**src/verilog/qrst_pkg.sv**
```systemverilog
// constants, types and helpers shared by the quasi-resonant switch timing block
package qrst_pkg;

    // ------------------------------------------------------------------
    // clock
    // ------------------------------------------------------------------
    localparam int CLK_PERIOD_NS = 20;

    // ------------------------------------------------------------------
    // times in their own units
    // ------------------------------------------------------------------
    localparam int SOFT_START_TIME_US = 12000;
    localparam int SOFT_START_STEPS = 4;
    localparam int SS_FIXED_SUPP_WINDOW_US = 3000;
    localparam int SS_FIXED_SUPP_TIME_NS = 25000;
    localparam int COUNTER_PERIOD_US = 48000;
    localparam int LINE_SELECT_BLANKING_US = 10000;
    localparam int SHORT_SUPPRESSION_TIME_NS = 2500;
    localparam int LONG_SUPPRESSION_TIME_NS = 25000;
    localparam int MAX_OFF_TIME_NS = 50000;
    localparam int MAX_ON_TIME_NS = 25000;

    // least times round up, longest times round down, never below one cycle
    function automatic int cyc_ceil(input int ns);
        int c;
        c = (ns + CLK_PERIOD_NS - 1) / CLK_PERIOD_NS;
        return (c < 1) ? 1 : c;
    endfunction : cyc_ceil

    function automatic int cyc_floor(input int ns);
        int c;
        c = ns / CLK_PERIOD_NS;
        return (c < 1) ? 1 : c;
    endfunction : cyc_floor

    localparam int SOFT_START_CYCLES = cyc_ceil(SOFT_START_TIME_US * 1000);
    localparam int SS_FIXED_SUPP_WINDOW_CYCLES = cyc_ceil(SS_FIXED_SUPP_WINDOW_US * 1000);
    localparam int SS_FIXED_SUPP_CYCLES = cyc_ceil(SS_FIXED_SUPP_TIME_NS);
    localparam int COUNTER_PERIOD_CYCLES = cyc_floor(COUNTER_PERIOD_US * 1000);
    localparam int LINE_SELECT_BLANKING_CYCLES = cyc_ceil(LINE_SELECT_BLANKING_US * 1000);
    localparam int SHORT_SUPPRESSION_CYCLES = cyc_ceil(SHORT_SUPPRESSION_TIME_NS);
    localparam int LONG_SUPPRESSION_CYCLES = cyc_ceil(LONG_SUPPRESSION_TIME_NS);
    localparam int MAX_OFF_CYCLES = cyc_floor(MAX_OFF_TIME_NS);
    localparam int MAX_ON_CYCLES = cyc_floor(MAX_ON_TIME_NS);

    // ------------------------------------------------------------------
    // counter ranges and current-sense limits
    // ------------------------------------------------------------------
    localparam int CNT_W = 4;
    localparam logic [3:0] CNT_MIN_LOW = 4'h1;
    localparam logic [3:0] CNT_MIN_HIGH = 4'h3;
    localparam logic [3:0] CNT_MAX_LOW = 4'h8;
    localparam logic [3:0] CNT_MAX_HIGH = 4'ha;
    localparam logic [3:0] CNT_ZERO = 4'h0;
    localparam logic [3:0] CNT_ONE = 4'h1;
    localparam int MV_W = 10;
    localparam logic [9:0] CS_LIMIT_START_MV = 10'h12c;
    localparam logic [9:0] CS_LIMIT_FINAL_MV = 10'h3e8;

    typedef enum logic [1:0] {
        GS_IDLE,
        GS_ON,
        GS_SUPPRESS,
        GS_WAIT
    } qrst_gate_state_type;

    function automatic logic [3:0] cnt_min(input logic high_line);
        return high_line ? CNT_MIN_HIGH : CNT_MIN_LOW;
    endfunction : cnt_min

    function automatic logic [3:0] cnt_max(input logic high_line);
        return high_line ? CNT_MAX_HIGH : CNT_MAX_LOW;
    endfunction : cnt_max

    function automatic logic [3:0] cnt_clamp(input logic [3:0] v, input logic high_line);
        if (v < cnt_min(high_line)) begin
            return cnt_min(high_line);
        end
        if (v > cnt_max(high_line)) begin
            return cnt_max(high_line);
        end
        return v;
    endfunction : cnt_clamp

    // equal steps from start level; the last step lands on the final level
    function automatic logic [9:0] step_level(input logic [1:0] step);
        logic [19:0] span;
        span = 20'(CS_LIMIT_FINAL_MV - CS_LIMIT_START_MV) * 20'(step) / 20'(SOFT_START_STEPS - 1);
        return CS_LIMIT_START_MV + span[9:0];
    endfunction : step_level

endpackage : qrst_pkg

```
**src/verilog/qrst_line_if.sv**
```systemverilog
// line mode carrier between the line selector and the switch timing core
`timescale 1ns/1ns
`default_nettype none
interface qrst_line_if;
    logic high_line;
    logic changed;
    modport sel (output high_line, output changed);
    modport core (input high_line, input changed);
endinterface : qrst_line_if
`default_nettype wire

```
**src/verilog/qrst_switch_timing.sv**
```systemverilog
// switch-on timing core: soft start, up/down and valley counters, gate control
`timescale 1ns/1ns
`default_nettype none
// How it works
// - soft start lasts 12 ms in 4 steps
// - current limit steps from 0.3 V up to 1 V
// - first 3 ms force 25 us suppression
// - minimum count 1 low line, 3 high line
// - line decision uses hysteresis and blanking
// - feedback judged once per 48 ms period
// - always below up threshold: count up, saturate
// - above up, never above down: hold
// - above down, never above preset: count down
// - above preset: load minimum immediately
// - counter confined to 1..8 or 3..10
// - start-up loads counter with line minimum
// - falling valley crossings after turn-off count up
// - valley counter cleared on gate rising
// - valley counter bounded by line mode maximum
// - suppression long below select threshold, else short
// - gate held low during suppression time
// - after suppression, on when counters match
// - maximum off time forces gate on
// - on from counters, off from current sense
// - soft start begins when supply passes threshold
// - current sense above feedback turns gate off
// - maximum on time forces gate off
module qrst_switch_timing
    import qrst_pkg::*;
#(
    parameter int SS_CYCLES = SOFT_START_CYCLES,
    parameter int SS_WINDOW_CYCLES = SS_FIXED_SUPP_WINDOW_CYCLES,
    parameter int PERIOD_CYCLES = COUNTER_PERIOD_CYCLES,
    parameter int LINE_BLANK_CYCLES = LINE_SELECT_BLANKING_CYCLES
) (
    // clock, reset, enable
    input wire logic i_clk,
    input wire logic i_reset,
    input wire logic i_ce,
    // supply and line comparators
    input wire logic i_vcc_above_on,
    input wire logic i_line_above_ref,
    input wire logic i_line_below_ref,
    // feedback comparators
    input wire logic i_fb_above_count_up,
    input wire logic i_fb_above_count_down,
    input wire logic i_fb_above_preset,
    // valley and current comparators
    input wire logic i_valley_below_detect,
    input wire logic i_valley_below_select,
    input wire logic i_cs_above_feedback,
    // outputs
    output logic o_gate_drive,
    output logic [MV_W-1:0] o_cs_limit_mv,
    output logic o_soft_start_active,
    output logic o_high_line,
    output logic [CNT_W-1:0] o_updown_count,
    output logic [CNT_W-1:0] o_valley_count
);
    // ------------------------------------------------------------------
    // sizes and limits
    // ------------------------------------------------------------------
    localparam int SSW = $clog2(SS_CYCLES + 1);
    localparam int STW = $clog2(SS_CYCLES / SOFT_START_STEPS + 1);
    localparam int PW = $clog2(PERIOD_CYCLES + 1);
    localparam int TW = 12;
    localparam logic [SSW-1:0] SS_LAST = SSW'(SS_CYCLES - 1);
    localparam logic [SSW-1:0] SS_WINDOW = SSW'(SS_WINDOW_CYCLES);
    localparam logic [STW-1:0] STEP_LAST = STW'(SS_CYCLES / SOFT_START_STEPS - 1);
    localparam logic [1:0] STEP_FINAL = 2'(SOFT_START_STEPS - 1);
    localparam logic [PW-1:0] PERIOD_LAST = PW'(PERIOD_CYCLES - 1);
    localparam logic [TW-1:0] SUPP_FIXED = TW'(SS_FIXED_SUPP_CYCLES);
    localparam logic [TW-1:0] SUPP_SHORT = TW'(SHORT_SUPPRESSION_CYCLES);
    localparam logic [TW-1:0] SUPP_LONG = TW'(LONG_SUPPRESSION_CYCLES);
    localparam logic [TW-1:0] OFF_MAX = TW'(MAX_OFF_CYCLES);
    localparam logic [TW-1:0] ON_MAX = TW'(MAX_ON_CYCLES);

    if (SOFT_START_STEPS != 4 || SS_CYCLES < SOFT_START_STEPS || SS_WINDOW_CYCLES > SS_CYCLES
        || PERIOD_CYCLES < 2 || LINE_BLANK_CYCLES < 1) begin : g_chk
        $error("qrst_switch_timing: unsupported timing parameters");
    end

    // ------------------------------------------------------------------
    // pin synchronisers
    // ------------------------------------------------------------------
    logic [6:0] pin_meta_q;
    logic [6:0] pin_sync_q;
    logic vcc_on;
    logic fb_up;
    logic fb_down;
    logic fb_preset;
    logic valley_below;
    logic select_below;
    logic cs_trip;

    always_ff @(posedge i_clk) begin
        if (i_reset) begin
            pin_meta_q <= 7'h00;
            pin_sync_q <= 7'h00;
        end else if (i_ce) begin
            pin_meta_q <= {i_vcc_above_on, i_fb_above_count_up, i_fb_above_count_down, i_fb_above_preset,
                i_valley_below_detect, i_valley_below_select, i_cs_above_feedback};
            pin_sync_q <= pin_meta_q;
        end
    end

    assign {vcc_on, fb_up, fb_down, fb_preset, valley_below, select_below, cs_trip} = pin_sync_q;

    // ------------------------------------------------------------------
    // line mode
    // ------------------------------------------------------------------
    qrst_line_if line_bus ();

    qrst_line_sel #(
        .BLANK_CYCLES(LINE_BLANK_CYCLES)
    ) u_line_sel (
        .i_clk(i_clk),
        .i_reset(i_reset),
        .i_ce(i_ce),
        .i_line_above_ref(i_line_above_ref),
        .i_line_below_ref(i_line_below_ref),
        .line(line_bus.sel)
    );

    // ------------------------------------------------------------------
    // core state
    // ------------------------------------------------------------------
    qrst_gate_state_type state_q;
    qrst_gate_state_type state_d;
    logic gate_q;
    logic gate_d;
    logic ss_active_q;
    logic ss_active_d;
    logic [SSW-1:0] ss_cnt_q;
    logic [SSW-1:0] ss_cnt_d;
    logic [STW-1:0] step_tmr_q;
    logic [STW-1:0] step_tmr_d;
    logic [1:0] step_q;
    logic [1:0] step_d;
    logic [MV_W-1:0] cs_mv_q;
    logic [MV_W-1:0] cs_mv_d;
    logic [PW-1:0] period_q;
    logic [PW-1:0] period_d;
    logic [2:0] fb_flags_q;
    logic [2:0] fb_flags_d;
    logic [CNT_W-1:0] ud_q;
    logic [CNT_W-1:0] ud_d;
    logic [CNT_W-1:0] valley_q;
    logic [CNT_W-1:0] valley_d;
    logic valley_prev_q;
    logic [TW-1:0] tmr_q;
    logic [TW-1:0] tmr_d;
    logic [TW-1:0] supp_len;
    logic hl;
    // mode as shown at the pins lags one cycle so the clamped counters match it
    logic hl_q;

    always_comb begin
        hl = line_bus.high_line;
        state_d = state_q;
        gate_d = gate_q;
        ss_active_d = ss_active_q;
        ss_cnt_d = ss_cnt_q;
        step_tmr_d = step_tmr_q;
        step_d = step_q;
        period_d = period_q;
        fb_flags_d = fb_flags_q;
        ud_d = ud_q;
        valley_d = valley_q;
        tmr_d = tmr_q;
        // the fixed time only covers the early soft start, when the output
        // is still low and the ringing is poorly damped
        if (ss_active_q && ss_cnt_q < SS_WINDOW) begin
            supp_len = SUPP_FIXED;
        end else if (select_below) begin
            supp_len = SUPP_LONG;
        end else begin
            supp_len = SUPP_SHORT;
        end

        if (!vcc_on) begin
            state_d = GS_IDLE;
            gate_d = 1'b0;
            ss_active_d = 1'b0;
        end else if (state_q == GS_IDLE) begin
            // supply just came up: fresh soft start from the lowest level
            ss_active_d = 1'b1;
            ss_cnt_d = '0;
            step_tmr_d = '0;
            step_d = 2'h0;
            period_d = '0;
            fb_flags_d = 3'h0;
            ud_d = cnt_min(hl);
            valley_d = CNT_ZERO;
            tmr_d = '0;
            gate_d = 1'b1;
            state_d = GS_ON;
        end else begin
            // soft start steps
            if (ss_active_q) begin
                ss_cnt_d = ss_cnt_q + SSW'(1);
                if (step_tmr_q == STEP_LAST) begin
                    step_tmr_d = '0;
                    if (step_q != STEP_FINAL) begin
                        step_d = step_q + 2'h1;
                    end
                end else begin
                    step_tmr_d = step_tmr_q + STW'(1);
                end
                if (ss_cnt_q == SS_LAST) begin
                    ss_active_d = 1'b0;
                end
            end

            // up/down counter, judged over one period
            fb_flags_d = fb_flags_q | {fb_preset, fb_down, fb_up};
            if (period_q == PERIOD_LAST) begin
                period_d = '0;
                if (!fb_flags_d[0]) begin
                    if (ud_q < cnt_max(hl)) begin
                        ud_d = ud_q + CNT_ONE;
                    end
                end else if (!fb_flags_d[1]) begin
                    ud_d = ud_q;
                end else if (!fb_flags_d[2]) begin
                    if (ud_q > cnt_min(hl)) begin
                        ud_d = ud_q - CNT_ONE;
                    end
                end
                fb_flags_d = 3'h0;
            end else begin
                period_d = period_q + PW'(1);
            end
            // a load step must not wait for the period to end
            if (fb_preset) begin
                ud_d = cnt_min(hl);
            end
            if (line_bus.changed) begin
                ud_d = cnt_clamp(ud_d, hl);
            end

            // valley crossings while the switch is off
            if (state_q != GS_ON && valley_below && !valley_prev_q && valley_q < cnt_max(hl)) begin
                valley_d = valley_q + CNT_ONE;
            end
            if (line_bus.changed && valley_d > cnt_max(hl)) begin
                valley_d = cnt_max(hl);
            end

            // gate sequencing: on from the counters, off from current sense
            case (state_q)
                GS_ON: begin
                    tmr_d = tmr_q + TW'(1);
                    if (cs_trip || tmr_q >= ON_MAX) begin
                        gate_d = 1'b0;
                        tmr_d = '0;
                        state_d = GS_SUPPRESS;
                    end
                end
                GS_SUPPRESS, GS_WAIT: begin
                    tmr_d = (tmr_q == OFF_MAX) ? tmr_q : tmr_q + TW'(1);
                    if (state_q == GS_SUPPRESS && tmr_q + TW'(1) >= supp_len) begin
                        state_d = GS_WAIT;
                    end
                    if (tmr_q + TW'(1) >= OFF_MAX) begin
                        gate_d = 1'b1;
                    end else if (state_q == GS_WAIT && valley_q == ud_q) begin
                        gate_d = 1'b1;
                    end
                    if (gate_d) begin
                        valley_d = CNT_ZERO;
                        tmr_d = '0;
                        state_d = GS_ON;
                    end
                end
                default: begin
                    state_d = GS_IDLE;
                    gate_d = 1'b0;
                end
            endcase
        end
        cs_mv_d = ss_active_d ? step_level(step_d) : CS_LIMIT_FINAL_MV;
    end

    always_ff @(posedge i_clk) begin
        if (i_reset) begin
            state_q <= GS_IDLE;
            gate_q <= 1'b0;
            ss_active_q <= 1'b0;
            ss_cnt_q <= '0;
            step_tmr_q <= '0;
            step_q <= 2'h0;
            cs_mv_q <= CS_LIMIT_START_MV;
            period_q <= '0;
            fb_flags_q <= 3'h0;
            ud_q <= CNT_MIN_LOW;
            valley_q <= CNT_ZERO;
            valley_prev_q <= 1'b0;
            tmr_q <= '0;
            hl_q <= 1'b0;
        end else if (i_ce) begin
            state_q <= state_d;
            gate_q <= gate_d;
            ss_active_q <= ss_active_d;
            ss_cnt_q <= ss_cnt_d;
            step_tmr_q <= step_tmr_d;
            step_q <= step_d;
            cs_mv_q <= cs_mv_d;
            period_q <= period_d;
            fb_flags_q <= fb_flags_d;
            ud_q <= ud_d;
            valley_q <= valley_d;
            valley_prev_q <= valley_below;
            tmr_q <= tmr_d;
            hl_q <= hl;
        end
    end

    // ------------------------------------------------------------------
    // outputs
    // ------------------------------------------------------------------
    assign o_gate_drive = gate_q;
    assign o_cs_limit_mv = cs_mv_q;
    assign o_soft_start_active = ss_active_q;
    assign o_high_line = hl_q;
    assign o_updown_count = ud_q;
    assign o_valley_count = valley_q;

endmodule : qrst_switch_timing
`default_nettype wire

```
**src/verilog/qrst_line_sel.sv**
```systemverilog
// low/high line selector with hysteresis and blanking
`timescale 1ns/1ns
`default_nettype none
module qrst_line_sel
    import qrst_pkg::*;
#(
    parameter int BLANK_CYCLES = LINE_SELECT_BLANKING_CYCLES
) (
    // clock and reset
    input wire logic i_clk,
    input wire logic i_reset,
    input wire logic i_ce,
    // line comparators (asynchronous)
    input wire logic i_line_above_ref,
    input wire logic i_line_below_ref,
    // line mode
    qrst_line_if.sel line
);
    localparam int BW = $clog2(BLANK_CYCLES + 1);
    localparam logic [BW-1:0] BLANK_LAST = BW'(BLANK_CYCLES - 1);

    if (BLANK_CYCLES < 1) begin : g_chk
        $error("qrst_line_sel: blanking must be at least one cycle");
    end

    logic [1:0] above_sync_q;
    logic [1:0] below_sync_q;
    logic high_q;
    logic high_d;
    logic changed_q;
    logic changed_d;
    logic [BW-1:0] blank_q;
    logic [BW-1:0] blank_d;
    logic want_switch;

    // two separate thresholds give the hysteresis; the blank counter makes
    // a short line dip or surge unable to flip the mode
    always_comb begin
        want_switch = high_q ? below_sync_q[1] : above_sync_q[1];
        high_d = high_q;
        changed_d = 1'b0;
        blank_d = '0;
        if (want_switch) begin
            if (blank_q == BLANK_LAST) begin
                high_d = ~high_q;
                changed_d = 1'b1;
            end else begin
                blank_d = blank_q + BW'(1);
            end
        end
    end

    always_ff @(posedge i_clk) begin
        if (i_reset) begin
            above_sync_q <= 2'h0;
            below_sync_q <= 2'h0;
            high_q <= 1'b0;
            changed_q <= 1'b0;
            blank_q <= '0;
        end else if (i_ce) begin
            above_sync_q <= {above_sync_q[0], i_line_above_ref};
            below_sync_q <= {below_sync_q[0], i_line_below_ref};
            high_q <= high_d;
            changed_q <= changed_d;
            blank_q <= blank_d;
        end
    end

    assign line.high_line = high_q;
    assign line.changed = changed_q;

endmodule : qrst_line_sel
`default_nettype wire

```
**config.mk**
```make
export PLATFORM = sky130hd
export DESIGN_NAME = qrst_switch_timing
export DESIGN_NICKNAME = d
export VERILOG_FILES = /design/src/verilog/qrst_pkg.sv /design/src/verilog/qrst_line_if.sv /design/src/verilog/qrst_switch_timing.sv /design/src/verilog/qrst_line_sel.sv
export SDC_FILE = /design/constraint.sdc
export NUM_CORES = 1
export LEC_CHECK = 0
export BUFFER_PORTS_ARGS = -buffer_cell sky130_fd_sc_hd__buf_2
export CAP_MARGIN = 20
export CORE_UTILIZATION = 25
export DETAILED_ROUTE_END_ITERATION = 12
export PLACE_DENSITY = 0.48
export SKIP_CTS_REPAIR_TIMING = 1
export SLEW_MARGIN = 20
export SYNTH_ARGS = -nofsm -noshare
export SYNTH_HDL_FRONTEND = slang
export SYNTH_HIERARCHICAL = 1
export SYNTH_SLANG_ARGS = --single-unit
```
**constraint.sdc**
```tcl
create_clock -name i_clk -period 3.76 [get_ports i_clk]
set_input_delay 0.564 -clock i_clk [delete_from_list [all_inputs] [get_ports i_clk]]
set_output_delay 0.564 -clock i_clk [all_outputs]
set_load 0.005 [all_outputs]
```
# Word-level counts from Yosys, hierarchy flattened
# Index checks and enable logic that the tools add are counted.
totals:
  reg_bits: 140
  out_inout_bits: 21
  word_cells: 157
op_classes:
  n_mux: 79
  order_cmp: 10
  eq_ne: 14
  div_mod_pow: 1
  n_addsub: 10
  n_mul: 1
  bitwise_logic: 2
  n_reduce_logical: 19
op_table:
  columns: ["cell", "count"]
  rows:
  - ["4-bit two-way mux", 22]
  - ["18-bit two-way mux", 3]
  - ["12-bit two-way mux", 4]
  - ["22-bit two-way mux", 2]
  - ["20-bit two-way mux", 2]
  - ["19-bit two-way mux", 2]
  - ["1-bit two-way mux", 24]
  - ["2-bit two-way mux", 12]
  - ["12-bit case mux with 2 select lines", 1]
  - ["22-bit by 1-bit adder with 22-bit output (second input constant)", 1]
  - ["22-bit == test (second input constant)", 1]
  - ["11-bit two-way mux", 2]
  - ["20-bit by 1-bit adder with 20-bit output (second input constant)", 1]
  - ["12-bit by 2-bit divider with 20-bit output (second input constant)", 1]
  - ["20-bit == test (second input constant)", 1]
  - ["20-bit by 18-bit < comparator with 1-bit output (second input constant)", 1]
  - ["19-bit by 1-bit adder with 19-bit output (second input constant)", 1]
  - ["19-bit == test (second input constant)", 1]
  - ["18-bit by 1-bit adder with 18-bit output (second input constant)", 1]
  - ["18-bit == test (second input constant)", 1]
  - ["12-bit by 1-bit adder with 12-bit output (second input constant)", 1]
  - ["12-bit == test (second input constant)", 1]
  - ["12-bit by 11-bit greater-or-equal comparator with 1-bit output (second input constant)", 1]
  - ["12-bit greater-or-equal comparator", 1]
  - ["31 further kinds", 48]

# Longest topological paths before layout
# Gate-level depths: netlist of run 1.
depth:
  ltp_word: 23
  ltp_mapped: 17
  depth_no_buf: 16

# Hierarchy
# Netlist of run 1, hierarchy kept.
modules_own_cells:
  columns: ["module", "seq_area_each_um2", "area_each_um2", "cells_each", "instances"]
  rows:
  - ["qrst_switch_timing", 2282.2, 6263.5, 773, 1]
  - ["qrst_line_sel", 500.5, 1343.8, 158, 1]

# Worst setup path after synthesis of run 1
# OpenSTA, ideal clock, no wires.
synth_timing:
  path_type: "flip-flop to flip-flop"
  startpoint: "register ud_q[1] (netlist: o_updown_count[1])"
  endpoint: "register ud_q[1] (netlist: o_updown_count[1])"
  period_less_slack_ps: 3453
  path_buffers: 1
  required_time_ps: 3623
  path_slack_ps: 307
  arrival_ps: 3316
  path_stages_with_launch: 18
  cell_sequence: "dfxtp_1 -> clkbuf_1 -> inv_1 -> ha_1 -> a21bo_2 -> and2_1 -> or3_1 -> nor3_1 -> a21oi_1 -> o221ai_1 -> ha_1 -> nand2_1 -> nor2_1 -> a41oi_1 -> a31oi_1 -> o21ai_1 -> mux2i_1 -> a211oi_1"
synth_between:
  elab_chain_cells: 19
  word_cells_on_any_way: 29
  classes_between: "2 x add/sub; 4 x order compare; 23 x mux"
synth_rtl:
  columns: ["item", "line", "text"]
  rows:
  - ["start: declaration", "qrst_switch_timing.sv:146", "logic [CNT_W-1:0] ud_q;"]
  - ["start signal: assignment", "qrst_switch_timing.sv:311", "ud_q <= ud_d;"]
  - ["4-bit by 1-bit subtractor with 4-bit output or 4-bit > comparator (tied branches)", "qrst_switch_timing.sv:227, qrst_switch_timing.sv:226", null]
  - ["4-bit two-way mux", "qrst_switch_timing.sv:226", "if (ud_q > cnt_min(hl)) begin"]
  - ["4-bit two-way mux", "qrst_switch_timing.sv:225", "end else if (!fb_flags_d[2]) begin"]
  - ["4-bit two-way mux", "qrst_switch_timing.sv:223", "end else if (!fb_flags_d[1]) begin"]
  - ["4-bit two-way mux", "qrst_switch_timing.sv:219", "if (!fb_flags_d[0]) begin"]
  - ["4-bit two-way mux *", "qrst_switch_timing.sv:217", "if (period_q == PERIOD_LAST) begin"]
  - ["4-bit two-way mux *", "qrst_switch_timing.sv:235", "if (fb_preset) begin"]
  - ["4-bit two-way mux *", "qrst_switch_timing.sv:185", "end else if (state_q == GS_IDLE) begin"]
  - ["[2 not listed]", null, null]
  - ["1-bit two-way mux (2 in series)", "qrst_pkg.sv:79", "if (v > cnt_max(high_line)) begin"]
  - ["1-bit two-way mux", "qrst_switch_timing.sv:238", "if (line_bus.changed) begin"]
  - ["1-bit two-way mux", "qrst_switch_timing.sv:185", null]
  - ["1-bit two-way mux", "qrst_switch_timing.sv:181", "if (!vcc_on) begin"]
  - ["4-bit two-way mux", "qrst_pkg.sv:82", "return v;"]
  - ["4-bit two-way mux", "qrst_pkg.sv:79", null]
  - ["4-bit two-way mux *", "qrst_switch_timing.sv:238", null]
  - ["4-bit two-way mux *", "qrst_switch_timing.sv:185", null]
# Mark *: on every way between the ends. The rest lies on a longest branch, timed or not. The select of a mux whose other input is x is not followed.
# A chain may end at the register's enable or synchronous reset.

# Worst setup path after layout of run 1
# Same ends and word-level chain as after synthesis.

==> key figures, run 1 <==
Critical path
  • CP endpoint kind: register
  • CP max FO: 3
  • CP Data Arrival Time: 3.72 ns
  • Largest stage delay, worst path: 0.36 ns
  • CP cell instances: inv_1 > ha_1 > a21bo_2 > and2_1 > or3_1 > nor3_1 > a21oi_1 > o221ai_1 > ha_1 > nand2_1 > nor2_1 > a41oi_1 > a31oi_1 > o21ai_1 > mux2i_1 > a211oi_1
  • CP Launch Type: register
  • Req. time, crit path: 4.05 ns
  • CP max stage cell: or3_1
  • Critical path buffer and inverter count: 1
  • WS Path Type: reg2reg
  • CP dominant cell by count: ha_1
  • Crit-path leading delay family: compound AO/OA/AOI/OAI gates

Detailed routing
  • Routed wire length: 19,200 um
  • # DRC: 0
  • WL/cell: 14.2 um
  • Top routing layer used: met4
  • Total number of vias: 6,613
  • Post-DRT Antenna Nets: 0
  • DR vias/cell: 4.89
  • Routed wl met3: 490 um
  • Drt first pass iters: 5
  • Metal-1 WL: 9820 um
  • DR iter-0 viols: 418
  • Routed wl met2: 8650 um

Floorplan
  • Initial cell density of the core: 25.5%
  • Die ar.: 31,100 um^2
  • Die H: 176 um
  • Core area: 29,800 um^2
  • IO Count: 33
  • Site row count: 63
  • Die width: 176 um

Timing
  • Max-slew headroom: 50.8%
  • Setup TNS Final: 0 ns
  • Final Hold Vio Count: 0
  • Slew Viols, Final: 0
  • Tightest Pin Transition: 0.732 ns
  • Achievable Freq: 291 MHz
  • Unrepaired setup endpoints after global routing: no
  • Final setup fails: 0
  • Crit path time final: 3.43 ns
  • Final worst path period share: 91.2%
  • Layout Skew: 0.0159 ns

Synth
  • Average size of a mapped cell: 8.17 um^2
  • Number of synthesized flops with an enable pin: 0
  • Synth Cell Area: 7610 um^2
  • YS warnings: 6
  • Synthesized Nets: 969
  • Netlist cell types: 80
  • Xor/xnor cell area share of the yosys netlist: 7.04%
  • Most frequent cell after synthesis: dfxtp_1
  • Seq/Total Area, Yosys: 36.6%
  • Yosys reg bits: 139
  • Largest family of logic cells by synthesized area: simple AND/OR/NAND/NOR gates
  • Top_reg_cell synth: dfxtp_1
  • Commonest cells in the netlist: 139 x dfxtp_1, 135 x nor2_1, 90 x nand2_1
  • Adder-Cell Fraction of Synth Area: 4.28%
  • Synthesized instance count: 931
  • Ys async rst share: 0%
  • Synth top area cells: dfxtp_1 37%, nor2_1 6.7%, nand2_1 4.4%, xor2_1 4.4%, ha_1 4.3%
  • Mux share of post-synthesis cell area: 3.57%
  • Cell taking the most area after synthesis: dfxtp_1
  • Post-synthesis compound-gate area fraction: 15.4%
  • Simple-Gate Fraction of Synth Area: 28.5%
  • Top-area cell type share of the netlist area: 36.6%

Global routing
  • Initial antenna violation count: 0
  • Vias in the first global route: 6,228
  • Gr usage total: 12.8%
  • Largest net degree at the start of global routing: 48
  • Total grt overflow: 0
  • First-pass GRT wire length: 32,100 um

Clock tree
  • Clock Latency Late Sink: 0.43 ns
  • Clock sink total: 139
  • Clock transition at the registers of the reported paths: 0.06 ns
  • H-tree depth: 4
  • Max Buffers Root-to-Sink: 2
  • Total CTS buffers: 17
  • CTS tree: yes
  • Root Buffer Master: clkbuf_16

Job
  • Max-cap violations: 0

Run status
  • Status: finished clean

Layout
  • Antenna cell count: 0
  • Share of layout cells above drive strength 1: 10.2%
  • Final core utilization: 29.3%
  • Non-filler instance count after layout: 1,353
  • Area growth syn-to-layout: 14.7%
  • Net count, final: 989

Placement
  • Placed Cells: 1,322
  • HPWL Detailed: 13,300 um
  • Routability congestion estimate from global placement: 0.804
  • IO buf count: 32

Min path
  • Worst hold path class: in2reg

Pwr
  • VDD IR max: 0.268 mV
  • Lkg Pwr: 3.10 nW
  • Pwr Density: 380 nW/um^2
## power by group
group	leakage [nW]	internal, mW	switching [mW]
clock	0.279	1.00	0.680
sequential	1.12	1.49	0.00998
combinational	1.70	0.0408	0.0933
## state kept, by name, summed over array words and instances (netlist names), 7 cells and up
signal	flops
pin_sync_q	7
u_line_sel/blank_q	19
pin_meta_q	7
step_tmr_q	18
ss_cnt_q	20
period_q	22
o_cs_limit_mv	9
tmr_q	12
## stage by stage
stage	cell area (um^2)	hold slack (ns)	power [mW]	setup slack, ns
finish	8730	0.376	3.31	0.329
CTS	8730	0.364	3.38	0.388
global placement	8140	0.449	1.67	0.398
global route	8730	0.384	3.44	0.0553
floorplan	7610	0.449	1.62	0.307
detailed placement	8140	0.448	1.67	0.412
## placed cells by master, fill, tap and decap left out, types with 8 or more instances in the layout
cell	Yosys	final
inv_1	34	34
or3_1	16	16
nand2b_1	10	10
buf_2	7	31
a21oi_1	51	51
nand3_1	37	37
dfxtp_1	139	139
nor4_1	8	8
nor3_1	23	23
xor2_1	38	38
nand2_1	90	90
mux2i_1	26	26
and3_1	15	15
o311ai_0	8	8
clkbuf_16	0	17
nor2_1	135	135
buf_4	6	16
or4_1	8	8
xnor2_1	20	20
and4_1	9	9
and2_1	9	9
o21ai_0	37	36
nand4_1	24	24
ha_1	26	26
## worst paths after layout
check / start / endpoint / slack, ns / cells past startpoint
max reg2reg: o_updown_count[1] / o_updown_count[1] / 0.33 / 16
min reg2reg: o_cs_limit_mv[0] / o_cs_limit_mv[0] / 0.46 / 2
max: o_updown_count[1] / o_updown_count[1] / 0.33 / 16
min: i_cs_above_feedback / pin_meta_q[0] / 0.38 / 3
## cells by family after synthesis
group                    after synthesis
AND/OR/NAND/NOR                      426
buffers and inverters                 80
multiplexers                          27
XOR/XNOR                              59
flip-flops                           139
adder cells (fa/ha/maj)               26
AO/OA/AOI/OAI                        174
## cell type report
cell class              instances  area, um^2
clock inverters                11         139
inverters                      34         128
fillers                      3246       21100
well taps                     390         488
clock buffers                  20         447
flip-flops and latches        139        2780
multi-input cells             712        4470
repair buffers                 47         275
## worst reg2reg max path: stages, from the launching register on
cell      delay [ns]
dfxtp_1         0.33
inv_1           0.06
ha_1            0.29
a21bo_2         0.23
and2_1          0.18
or3_1           0.36
nor3_1          0.21
a21oi_1         0.06
o221ai_1        0.27
ha_1            0.31
nand2_1         0.09
nor2_1          0.05
a41oi_1         0.24
a31oi_1         0.13
o21ai_1         0.16
mux2i_1         0.24
a211oi_1        0.09
## per-layer routing
layer / up-vias / GRT usage, %
li1: 3381 / -
met4: 0 / 4.06
met2: 101 / 20.3
met5: - / 0
met1: 3116 / 17.2
met3: 15 / 2.52
(Power assumes the default switching activity.)
==> run 2, diff against run 1 <==
==> constraint.sdc (replaced) <==
create_clock -name i_clk -period 3.89 [get_ports i_clk]
set_input_delay 0.5835 -clock i_clk [delete_from_list [all_inputs] [get_ports i_clk]]
set_output_delay 0.5835 -clock i_clk [all_outputs]
set_load 0.005 [all_outputs]
==> run 2 against run 1 <==
Via count increased by 0.23%. Core utilization about the same. Wire length up 1.1%. Critical path type unchanged. Clock skew increased by 0.00061 ns. Maximum frequency rose by 1.0%. Sequential share of layout area barely moved. Power down 1.2%. Largest power group unchanged. Cell count about the same. Non-clock buffer count shrank 2. Largest cell class unchanged. Flip-flop and latch count is the same. Worst setup slack better by 0.17 ns. First-iteration DRC count fell by 16%.
==> key figures, run 2 (synthesis results as in run 1) <==
Run status
  • Status: finished clean (unchanged)

Floorplan
  • Die ar.: 31,100 um^2 (unchanged)
  • Die H: 176 um (unchanged)
  • Die width: 176 um (unchanged)
  • IO Count: 33 (unchanged)
  • Initial cell density of the core: 25.5% (unchanged)
  • Core area: 29,800 um^2 (unchanged)
  • Site row count: 63 (unchanged)

Pwr
  • NetSw: 800 uW (was 783 uW)
  • Clk pwr share: 51.8% (was 50.8%)
  • Cell internal pwr: 2.47 mW (was 2.53 mW)
  • VDD IR max: 0.255 mV (was 0.268 mV)
  • Logic pwr share: 3.9% (was 4.0%)
  • Flop pwr share: 44.2% (was 45.2%)
  • Lkg Pwr: 3.11 nW (was 3.10 nW)
  • Switching Share: 24.5% (was 23.6%)
  • Total power: 3.27 mW (was 3.31 mW)
  • Pwr Density: 375 nW/um^2 (was 380 nW/um^2)

Critical path
  • Flop-to-flop setup slack: 0.49 ns (was 0.33 ns)
  • WS Path Type: reg2reg (unchanged)
  • Req. time, crit path: 4.17 ns (was 4.05 ns)
  • R2R cell count: 15 (was 16)
  • CP dominant cell by count: ha_1 (unchanged)
  • CP cell instances: ha_1 > a21bo_2 > and2_1 > or3_1 > nor3_1 > a21oi_1 > o221ai_1 > ha_1 > nand2_1 > nor2_1 > a41oi_1 > a31oi_1 > o21ai_1 > mux2i_1 > a211oi_1 (was inv_1 > ha_1 > a21bo_2 > and2_1 > or3_1 > nor3_1 > a21oi_1 > o221ai_1 > ha_1 > nand2_1 > nor2_1 > a41oi_1 > a31oi_1 > o21ai_1 > mux2i_1 > a211oi_1)
  • CP max FO: 6 (was 3)
  • Largest stage delay, worst path: 0.42 ns (was 0.36 ns)
  • CP Launch Type: register (unchanged)
  • Critical R2R Capture: o_updown_count[1] (unchanged)
  • CP Data Arrival Time: 3.68 ns (was 3.72 ns)
  • CP endpoint kind: register (unchanged)
  • CP max stage cell: dfxtp_1 (was or3_1)
  • R2R Path Start: u_line_sel/line.high_line (was o_updown_count[1])

Layout
  • Largest reg by FF count: period_q (unchanged)
  • Final core utilization: 29.3% (about the same)
  • Non-filler instance count after layout: 1,352 (was 1,353)
  • Largest register FFs: 22 (unchanged)
  • Largest regs: period_q x22, ss_cnt_q x20, u_line_sel/blank_q x19 (unchanged)
  • Antenna cell count: 0 (unchanged)
  • Area growth syn-to-layout: 14.8% (was 14.7%)
  • Commonest non-fill, non-tap cells in the layout: 139 x dfxtp_1, 135 x nor2_1, 90 x nand2_1 (unchanged)
  • Commonest non-fill, non-tap cell in the layout: dfxtp_1 (unchanged)
  • Share of layout cells above drive strength 1: 10.3% (was 10.2%)
  • Net count, final: 987 (was 989)

Timing
  • Final worst path period share: 87.3% (was 91.2%)
  • Setup TNS Final: 0 ns (unchanged)
  • Slew Viols, Final: 0 (unchanged)
  • Tightest Pin Transition: 0.782 ns (was 0.732 ns)
  • Final setup fails: 0 (unchanged)
  • Worst hold slack: 0.399 ns (was 0.376 ns)
  • Final Hold Vio Count: 0 (unchanged)
  • Max-slew headroom: 47.5% (was 50.8%)
  • Achievable Freq: 295 MHz (was 291 MHz)
  • Layout Skew: 0.0165 ns (was 0.0159 ns)
  • Unrepaired setup endpoints after global routing: no (unchanged)
  • Crit path time final: 3.40 ns (was 3.43 ns)

Detailed routing
  • DR vias/cell: 4.90 (was 4.89)
  • DR iter-0 viols: 351 (was 418)
  • Post-DRT Antenna Nets: 0 (unchanged)
  • # DRC: 0 (unchanged)
  • Total number of vias: 6,628 (was 6,613)
  • WL/cell: 14.3 um (was 14.2 um)
  • Routed wl met3: 606 um (was 490 um)
  • Top routing layer used: met4 (unchanged)
  • Metal-1 WL: 9730 um (was 9820 um)
  • Routed wl met2: 8830 um (was 8650 um)
  • Drt first pass iters: 5 (unchanged)
  • Routed wire length: 19,400 um (was 19,200 um)

Clock tree
  • Clock transition at the registers of the reported paths: 0.07 ns (was 0.06 ns)
  • CTS tree: yes (unchanged)
  • Root Buffer Master: clkbuf_16 (unchanged)
  • Max Buffers Root-to-Sink: 2 (unchanged)
  • H-tree depth: 4 (unchanged)
  • Total CTS buffers: 17 (unchanged)
  • Clock sink total: 139 (unchanged)
  • Clock Latency Late Sink: 0.43 ns (about the same)

Global routing
  • Vias in the first global route: 6,203 (was 6,228)
  • Gr usage total: 13.1% (was 12.8%)
  • First-pass GRT wire length: 32,700 um (was 32,100 um)
  • Largest net degree at the start of global routing: 56 (was 48)
  • Initial antenna violation count: 0 (unchanged)
  • Total grt overflow: 0 (unchanged)

Placement
  • HPWL Detailed: 13,400 um (was 13,300 um)
  • Routability congestion estimate from global placement: 0.804 (about the same)
  • IO buf count: 32 (unchanged)
  • Placed Cells: 1,320 (was 1,322)

Min path
  • Hold Path Stages: 3 (unchanged)
  • Hold EP: pin_meta_q[0] (unchanged)
  • Worst hold path class: in2reg (unchanged)
  • Hold Crit Start: i_cs_above_feedback (unchanged)

Job
  • Max-cap violations: 0 (unchanged)
-- run 2: worst max-delay path by stage --
| stage | from | to | slack [ns] | cells after the start |
|---|---|---|---|---|
| after floorplan | o_updown_count[1] | o_updown_count[1] | 0.44 | 17 |
| after global placement | u_line_sel/line.high_line | o_updown_count[1] | 0.53 | 15 |
| after detailed placement | u_line_sel/line.high_line | o_updown_count[1] | 0.52 | 15 |
| after CTS | u_line_sel/line.high_line | o_updown_count[1] | 0.50 | 15 |
| after global routing | u_line_sel/line.high_line | o_updown_count[1] | 0.23 | 15 |
| final | u_line_sel/line.high_line | o_updown_count[1] | 0.49 | 15 |
-- run 2: metal layers --
layer | up-vias | GRT usage [%]
met3 | 18 | 2.78
met1 | 3120 | 17.8
li1 | 3380 | -
met5 | - | 0
met4 | 0 | 3.74
met2 | 110 | 20.7
-- run 2: per-stage QoR --
stage	worst slack, ns	cell area (um^2)
after floorplan	0.437	7610
after global placement	0.530	8130
after detailed placement	0.523	8130
after CTS	0.501	8730
after global routing	0.235	8730
final	0.495	8730
-- run 2: power groups by stage --
stage / logic, mW / registers (mW) / clock network [mW]
finish: 0.129 / 1.45 / 1.70
global route: 0.145 / 1.45 / 1.81
CTS: 0.131 / 1.45 / 1.75
detailed placement: 0.131 / 1.48 / 0
global placement: 0.131 / 1.48 / 0
floorplan: 0.0912 / 1.48 / 0
-- run 2: final cells by class --
class / count / area, um^2
Clock buffer: 19 / 453
Tap cell: 390 / 488
Inverter: 34 / 128
Timing Repair Buffer: 45 / 260
Multi-Input combinational cell: 712 / 4470
Sequential cell: 139 / 2780
Clock inverter: 13 / 153
Fill cell: 3228 / 21100
-- run 2: worst max-delay path, delay by kind of cell, from the launching register on --
| family | cells | cell delay [ns] |
|---|---|---|
| compound gates | 7 | 1.17 |
| simple gates | 5 | 0.87 |
| fa+ha+maj | 2 | 0.58 |
| flops | 1 | 0.42 |
| mux | 1 | 0.22 |
